--- config.mk ---
export PLATFORM = sky130hd
export DESIGN_NAME = cadc_results
export DESIGN_NICKNAME = d
export VERILOG_FILES = /design/src/hw/cadc_results.v /design/src/hw/cadc_snap.v
export VERILOG_INCLUDE_DIRS = /design/src /design/src/hw
export SDC_FILE = /design/constraint.sdc
export NUM_CORES = 1
export LEC_CHECK = 0
export ABC_AREA = 0
export BUFFER_PORTS_ARGS = -buffer_cell sky130_fd_sc_hd__buf_2
export CORE_UTILIZATION = 42
export CTS_BUF_LIST = sky130_fd_sc_hd__clkbuf_4
export DETAILED_ROUTE_END_ITERATION = 8
export HOLD_SLACK_MARGIN = 0.03
export PLACE_DENSITY = 0.62
export SYNTH_ARGS = -nofsm -noshare
export SYNTH_HDL_FRONTEND = slang
export SYNTH_SLANG_ARGS = --single-unit
--- constraint.sdc ---
create_clock -name core_clk_i -period 2 [get_ports core_clk_i]
set_input_delay 0.1 -clock core_clk_i [delete_from_list [all_inputs] [get_ports core_clk_i]]
set_output_delay 0.1 -clock core_clk_i [all_outputs]
set_load 0.01 [all_outputs]
--- src/hw/cadc_map.vh ---
/*
  offsets, field positions, clamp limits and reset values for the
  charger converter result registers.
  assumes nothing; definitions only.
*/
`ifndef CADC_MAP_VH
`define CADC_MAP_VH
`define CADC_OFS_BATT_CURRENT   8'h2A
`define CADC_OFS_INPUT_VOLT     8'h2C
`define CADC_OFS_MID_VOLT       8'h2E
`define CADC_OFS_BATT_VOLT      8'h30
`define CADC_OFS_SYS_VOLT       8'h32
`define CADC_RESET_VALUE        16'h0000
`define CADC_CUR_LSB            2
`define CADC_HV_LSB             2
`define CADC_LV_LSB             1
`define CADC_CUR_POS_MAX        14'sh03E8
`define CADC_CUR_NEG_MIN        14'sh38AD
`define CADC_CUR_ABORT          14'h2000
`define CADC_HV_MAX             13'h11B6
`define CADC_LV_MAX             12'h0AF0
`define CADC_CH_CUR             0
`define CADC_CH_IN              1
`define CADC_CH_MID             2
`define CADC_CH_BAT             3
`define CADC_CH_SYS             4
`endif

--- src/hw/cadc_results.v ---
/*
  charger converter result register bank: five read-only results built
  from raw conversion samples, with clamping, sign rules and abort code.
  assumes raw samples arrive as one-cycle strobes in core_clk_i domain
  from the converter; the host byte reads come from the serial slave.
*/
// Functional notes
// - current is signed, bits 15:2, 4 mA
// - charging positive, discharging negative
// - charge disabled forces current to zero
// - current clamped to codes 38AD..3E8
// - forward mode nonnegative, battery mode nonpositive
// - polarity flip mid conversion gives 0x8000
// - input voltage bits 14:2, clamp 11B6
// - midpoint voltage bits 14:2, clamp 11B6
// - battery voltage bits 12:1, clamp AF0
// - system voltage bits 12:1, clamp AF0
// - reset zero, reserved zero, writes ignored
// - results held; only charge disable clears one, the current
// - per-channel disable ignores its samples, result held
`timescale 1ns/10ps
`include "cadc_map.vh"
module cadc_results
(
  input  wire        core_clk_i,
  input  wire        rst_i,
  input  wire        charge_enable_bit_i,
  input  wire        forward_mode_i,
  input  wire [4:0]  channel_off_i,
  input  wire        cur_done_i,
  input  wire        cur_flip_i,
  input  wire [15:0] cur_raw_i,
  input  wire        in_done_i,
  input  wire [15:0] in_raw_i,
  input  wire        mid_done_i,
  input  wire [15:0] mid_raw_i,
  input  wire        bat_done_i,
  input  wire [15:0] bat_raw_i,
  input  wire        sys_done_i,
  input  wire [15:0] sys_raw_i,
  input  wire        rd_start_i,
  input  wire        rd_byte_i,
  input  wire [7:0]  rd_addr_i,
  input  wire        wr_i,
  input  wire [7:0]  wr_data_i,
  output reg  [7:0]  rd_data_o,
  output reg         rd_hit_o
);
  ////////////////////////////////////////////////////////////////////////
  // result registers
  reg  [13:0]        battery_current_field_r;
  reg                cur_flip_seen_r;
  reg  signed [15:0] cur_s;
  reg  [13:0]        cur_clamp;
  reg  [13:0]        cur_signed;
  reg  [13:0]        cur_nxt;
  wire [12:0]        input_voltage_field;
  wire [12:0]        midpoint_voltage_field;
  wire [12:0]        battery_voltage_field;
  wire [12:0]        system_voltage_field;
  wire [3:0]         volt_done;
  wire [3:0]         volt_off;
  wire [63:0]        volt_raw;
  wire [51:0]        volt_field;

  ////////////////////////////////////////////////////////////////////////
  // current conversion: clamp to the reportable range
  always @*
  begin
    cur_s     = cur_raw_i;
    cur_clamp = cur_s[13:0];
    if (cur_s > $signed({2'b00, `CADC_CUR_POS_MAX}))
    begin
      cur_clamp = `CADC_CUR_POS_MAX;
    end
    else if (cur_s < $signed({2'b11, `CADC_CUR_NEG_MIN}))
    begin
      cur_clamp = `CADC_CUR_NEG_MIN;
    end
  end

  ////////////////////////////////////////////////////////////////////////
  // current conversion: wrong sign for the mode reads as zero
  always @*
  begin
    cur_signed = cur_clamp;
    if (forward_mode_i && cur_raw_i[15])
    begin
      cur_signed = 14'h0000;
    end
    else if (!forward_mode_i && !cur_raw_i[15] &&
             (cur_raw_i != 16'h0000))
    begin
      cur_signed = 14'h0000;
    end
  end

  ////////////////////////////////////////////////////////////////////////
  // current conversion: polarity flip aborts the conversion
  always @*
  begin
    cur_nxt = cur_signed;
    if (cur_flip_i || cur_flip_seen_r)
    begin
      cur_nxt = `CADC_CUR_ABORT;
    end
  end

  ////////////////////////////////////////////////////////////////////////
  // abort tracking: a flip is remembered until its conversion ends
  always @(posedge core_clk_i)
  begin
    if (rst_i)
    begin
      cur_flip_seen_r <= 1'b0;
    end
    else if (cur_done_i)
    begin
      cur_flip_seen_r <= 1'b0;
    end
    else if (cur_flip_i)
    begin
      cur_flip_seen_r <= 1'b1;
    end
  end

  ////////////////////////////////////////////////////////////////////////
  // current field
  always @(posedge core_clk_i)
  begin
    if (rst_i)
    begin
      battery_current_field_r <= 14'h0000;
    end
    else if (!charge_enable_bit_i)
    begin
      battery_current_field_r <= 14'h0000;
    end
    else if (cur_done_i && !channel_off_i[`CADC_CH_CUR])
    begin
      battery_current_field_r <= cur_nxt;
    end
  end

  ////////////////////////////////////////////////////////////////////////
  // voltage channels gathered for the per-channel loop
  assign volt_done = {sys_done_i, bat_done_i, mid_done_i, in_done_i};
  assign volt_off  = channel_off_i[`CADC_CH_SYS:`CADC_CH_IN];
  assign volt_raw  = {sys_raw_i, bat_raw_i, mid_raw_i, in_raw_i};

  ////////////////////////////////////////////////////////////////////////
  // voltage channels: unsigned, clamped at the top, held between samples
  genvar ch;
  generate
    for (ch = 0; ch < 4; ch = ch + 1)
    begin : g_volt
      reg  [12:0] field_r;
      wire [15:0] raw;
      wire [15:0] top;
      wire        over;
      wire        take;
      assign raw  = volt_raw[16*ch+15:16*ch];
      assign top  = (ch < 2) ? {3'b000, `CADC_HV_MAX} :
                               {4'h0, `CADC_LV_MAX};
      assign over = (raw > top);
      assign take = volt_done[ch] && !volt_off[ch];
      always @(posedge core_clk_i)
      begin
        if (rst_i)
        begin
          field_r <= 13'h0000;
        end
        else if (take)
        begin
          if (over)
          begin
            field_r <= top[12:0];
          end
          else
          begin
            field_r <= raw[12:0];
          end
        end
        // no other path: the value stays until the next sample
      end
      assign volt_field[13*ch+12:13*ch] = field_r;
    end
  endgenerate

  assign input_voltage_field    = volt_field[12:0];
  assign midpoint_voltage_field = volt_field[25:13];
  assign battery_voltage_field  = volt_field[38:26];
  assign system_voltage_field   = volt_field[51:39];

  ////////////////////////////////////////////////////////////////////////
  // register view: fields at their bit positions, reserved bits zero
  reg  [15:0] in_sel;
  reg  [15:0] mid_sel;
  reg  [15:0] bat_sel;
  reg  [15:0] sys_sel;
  reg  [15:0] word_sel;
  reg         word_hit;
  reg         byte_idx_r;
  wire [15:0] snap;

  always @*
  begin
    in_sel  = {1'b0, input_voltage_field, 2'b00};
    mid_sel = {1'b0, midpoint_voltage_field, 2'b00};
    bat_sel = {3'b000, battery_voltage_field[11:0], 1'b0};
    sys_sel = {3'b000, system_voltage_field[11:0], 1'b0};
  end

  ////////////////////////////////////////////////////////////////////////
  // address decode
  always @*
  begin
    word_sel = 16'h0000;
    word_hit = 1'b1;
    if (rd_addr_i == `CADC_OFS_BATT_CURRENT)
    begin
      word_sel = {battery_current_field_r, 2'b00};
    end
    else if (rd_addr_i == `CADC_OFS_INPUT_VOLT)
    begin
      word_sel = in_sel;
    end
    else if (rd_addr_i == `CADC_OFS_MID_VOLT)
    begin
      word_sel = mid_sel;
    end
    else if (rd_addr_i == `CADC_OFS_BATT_VOLT)
    begin
      word_sel = bat_sel;
    end
    else if (rd_addr_i == `CADC_OFS_SYS_VOLT)
    begin
      word_sel = sys_sel;
    end
    else
    begin
      word_hit = 1'b0;
    end
  end

  ////////////////////////////////////////////////////////////////////////
  // read path: first byte live, later bytes from the snapshot
  cadc_snap u_snap
  (
    .core_clk_i (core_clk_i),
    .rst_i      (rst_i),
    .load_i     (rd_start_i),
    .value_i    (word_sel),
    .snap_o     (snap)
  );

  always @(posedge core_clk_i)
  begin
    if (rst_i)
    begin
      rd_data_o  <= 8'h00;
      rd_hit_o   <= 1'b0;
      byte_idx_r <= 1'b0;
    end
    else if (rd_start_i)
    begin
      rd_data_o  <= word_sel[15:8];
      rd_hit_o   <= word_hit;
      byte_idx_r <= 1'b1;
    end
    else if (rd_byte_i)
    begin
      byte_idx_r <= ~byte_idx_r;
      if (byte_idx_r)
      begin
        rd_data_o <= snap[7:0];
      end
      else
      begin
        rd_data_o <= snap[15:8];
      end
    end
    // writes (wr_i, wr_data_i) deliberately have no effect
  end
endmodule

--- src/hw/cadc_snap.v ---
/*
  read snapshot holder: latches a 16-bit register value when the first
  byte of a read is taken, so the second byte comes from the same value.
  assumes the main file signals the start of each two-byte read.
*/
`timescale 1ns/10ps
`include "cadc_map.vh"
module cadc_snap
(
  input  wire        core_clk_i,
  input  wire        rst_i,
  input  wire        load_i,
  input  wire [15:0] value_i,
  output reg  [15:0] snap_o
);
  always @(posedge core_clk_i)
  begin
    if (rst_i)
      snap_o <= `CADC_RESET_VALUE;
    else if (load_i)
      snap_o <= value_i;
  end
endmodule

==> impl_metrics.yaml <==
outcome:
  outcome: "complete, no violations"
clock_tree:
  clockBufferDepth: 2
  cts_buffers: 9
  clock-root-buffer: "clkbuf_4"
  cts_setup_buffers: 0
  clkTransAtPathRegs_ps: 140
  cts_tree: "done"
  clock-sinks: 90
  worstSkewPairLatency_ps: 430
  cts_max_level: 3
critical_path:
  crit_fanout: 4
  reg2reg_from: "cur_flip_seen_r"
  critPathRequiredTime_ps: 2370
  arrival_ps: 2360
  r2r-end: "battery_current_field_r[2]"
  reg2reg_slack_ps: 450
  worstSetupEndpointType: "register"
  r2r_cells: 4
  slowest_stage: "dlygate4sd3_1"
  slowest_delay_ps: 530
  startpoint: "cur_raw_i[10]"
  cp_common_cell: "or4_4"
  crit_type: "in2reg"
  cp-endpoint: "battery_current_field_r[2]"
  worst_setup_path_start_kind: "primary input"
  path_cells: "dlygate4sd3_1 -> buf_2 -> or4_4 -> o21ba_2 -> or2_4 -> or4_4 -> o21ai_1"
power:
  leakagePower_nw: 2.354
  p_total_w: 0.003475
  max-vdd-ir-drop_uv: 307.3
  powerDensity_mw_per_mm2: 583.7
timing:
  finalSetupViolCount: 0
  fin_crit_ps: 1985
  max_slew.worst_pin.slew_ps: 763.0
  rsz0062_at_grt: "yes"
  timing.fmax_mhz: 503.7
  relSlewSlack_pct: 48.48
  drv_slew: 0
  hold_viol: 0
  setup_ws_ps: 14.61
  skew_ps: 15.73
  hold_ws_ps: 47.04
  fin_crit_sh_pct: 99.27
  totalNegativeSetupSlack_ps: 0
floorplan:
  die-height_um: 104.6
  die_w_um: 104.6
  start_util_pct: 43.04
  core_area_mm2: 0.01028
  ios: 123
  dieArea_mm2: 0.01095
  fp-row-count: 37
logic_synthesis:
  syn_inst: 537
  ys_types: 61
  ys.flop_type: "dfxtp_1"
  yosysWarnings: 0
  syn_avg_cell_area_um2: 8.236
  synth_edf_count: 0
  synth.yosys.seq_area_share_pct: 40.74
  synth_fp_nets: 651
  async_flop_share_pct: 0
  ys_ff_latch: 90
  netlist_area_mm2: 0.004423
layout:
  syn_to_final_growth_pct: 34.60
  final-seq-area_mm2: 0.001802
  final_common_cell: "buf_2"
  multi_input_area_mm2: 0.002462
  n_fill_cell: 956
  layout.nets: 822
  diodes: 0
  fin_util_pct: 57.93
  layout.cells.most_common_list: "113 x buf_2, 90 x dfxtp_1, 82 x nor2_1"
  final_layout_size_suffix_gt1_share_pct: 23.98
routing:
  drt_iter0_drc: 249
  wl_per_cell_um: 14.97
  drtAntennaViolNets: 0
  drcViolationCount: 0
  via_count: 4612
  via_per_inst: 5.432
  wl_mm: 12.71
  firstDrtPassIters: 5
placement:
  place_congestion: 0.9002
  post-place-ws_ps: 89.98
  dpl.hpwl_mm: 9.090
  port_buffers: 113
global_routing:
  first_global_vias: 4407
  grt_use_total_pct: 23.60
  overflow: 0
  grt_pass1_wl_mm: 20.89
  grt_max_degree: 77
  antenna_found_initial: 0
run:
  maxCapViolations: 0
hold_path:
  hp-class: "in2reg"
-- stage by stage --
stage,instance area (µm²),std cells
CTS,5929,849
floorplan,4423,537
global route,5953,849
finish,5953,849
detailed placement,5187,773
global placement,5187,773
-- power by group --
part | leakage (nW) | total [W] | switching [W] | internal [W]
sequential | 0.734 | 0.00189 | 0.0000400 | 0.00185
clock | 0.0690 | 0.00101 | 0.000613 | 0.000397
combinational | 1.55 | 0.000576 | 0.000288 | 0.000288
total | 2.35 | 0.00347 | 0.000941 | 0.00253
-- final cells by class --
cell class / instances / share of cell area [%]
clock inverter: 6 / 1.114
timing repair buffer: 193 / 22.32
sequential: 90 / 30.26
multi-input combinational: 401 / 41.36
clock buffer: 10 / 1.261
inverter: 13 / 0.8197
tap: 136 / 2.858
-- logic make-up (layout without fill, tap and decap cells) --
family                    Yosys count  count (layout)  share of synthesized area, %
AOI/OAI and AO/OA                 162             162                         25.66
and+or+nand+nor                   219             219                         24.87
buffers and inverters              46             222                         4.130
xor gates and xnor gates            1               1                        0.1981
DFF                                90              90                         40.74
muxes                              19              19                         4.413
-- cells in the mapped netlist (3+ instances only) --
master / count / area (µm²)
o2bb2ai_1: 3 / 26.28
nand4_1: 3 / 18.77
nor2b_1: 13 / 81.33
a211oi_1: 17 / 127.6
a311oi_1: 4 / 35.03
nand2b_1: 21 / 131.4
nor4_1: 5 / 31.28
or3_1: 4 / 25.02
a311oi_2: 3 / 45.04
nor2_1: 82 / 307.8
o21a_1: 11 / 82.58
mux2_2: 4 / 45.04
inv_1: 13 / 48.80
a211o_1: 3 / 26.28
o21ai_0: 13 / 65.06
nor3_1: 18 / 90.09
o22ai_1: 5 / 31.28
a211o_2: 3 / 30.03
nand3_1: 17 / 85.08
dfxtp_1: 90 / 1802
clkbuf_1: 27 / 101.4
nand2_1: 33 / 123.9
o211ai_1: 3 / 22.52
o311ai_0: 5 / 43.79
buf_1: 3 / 11.26
mux2i_1: 15 / 150.1
a22oi_1: 16 / 120.1
a21o_1: 8 / 60.06
a31oi_1: 8 / 50.05
o21bai_1: 4 / 30.03
or4_1: 4 / 30.03
a21oi_1: 39 / 195.2
a32o_1: 3 / 30.03
-- sequential cells by signal, indices dropped and copies added, names as in the netlist --
register                 flops
g_volt.field_r              38
battery_voltage_field       12
cur_flip_seen_r              1
byte_idx_r                   1
battery_current_field_r     14
u_snap.snap_o               15
rd_data_o                    8
rd_hit_o                     1
-- routing by layer --
layer	vias to the layer above	wire (µm)	track usage [%]
li1	2317	-	-
met1	2132	5946	31.26
met2	145	5929	39.17
met3	18	612	4.180
met4	0	221	6.942
met5	-	0	0
-- how the worst min path moves through the flow --
stage                                 from               endpoint  slack [ps]  depth (start not counted)
final                     channel_off_i[1]  g_volt[0].field_r[12]          50                          4
after global routing      channel_off_i[4]   g_volt[3].field_r[4]          50                          4
after CTS                 channel_off_i[2]   g_volt[1].field_r[8]          30                          4
after detailed placement        cur_done_i        cur_flip_seen_r         320                          2
after global placement          cur_done_i        cur_flip_seen_r         320                          2
after floorplan                 cur_done_i        cur_flip_seen_r         180                          1
-- what timing repair did --
item                                    in CTS  in global routing
gates resized for setup                      0                  5
hold buffers                                60                  0
hold endpoints to repair                    57                  0
endpoints found under the setup margin       0                  7
-- worst max-delay path: cells and delay by family --
| family | cells | cell delay, ps |
|---|---|---|
| buffers and inverters | 2 | 670 |
| AND/OR/NAND/NOR | 3 | 1220 |
| AO/OA/AOI/OAI | 2 | 370 |
No activity file was read; power rests on OpenSTA's default activity.
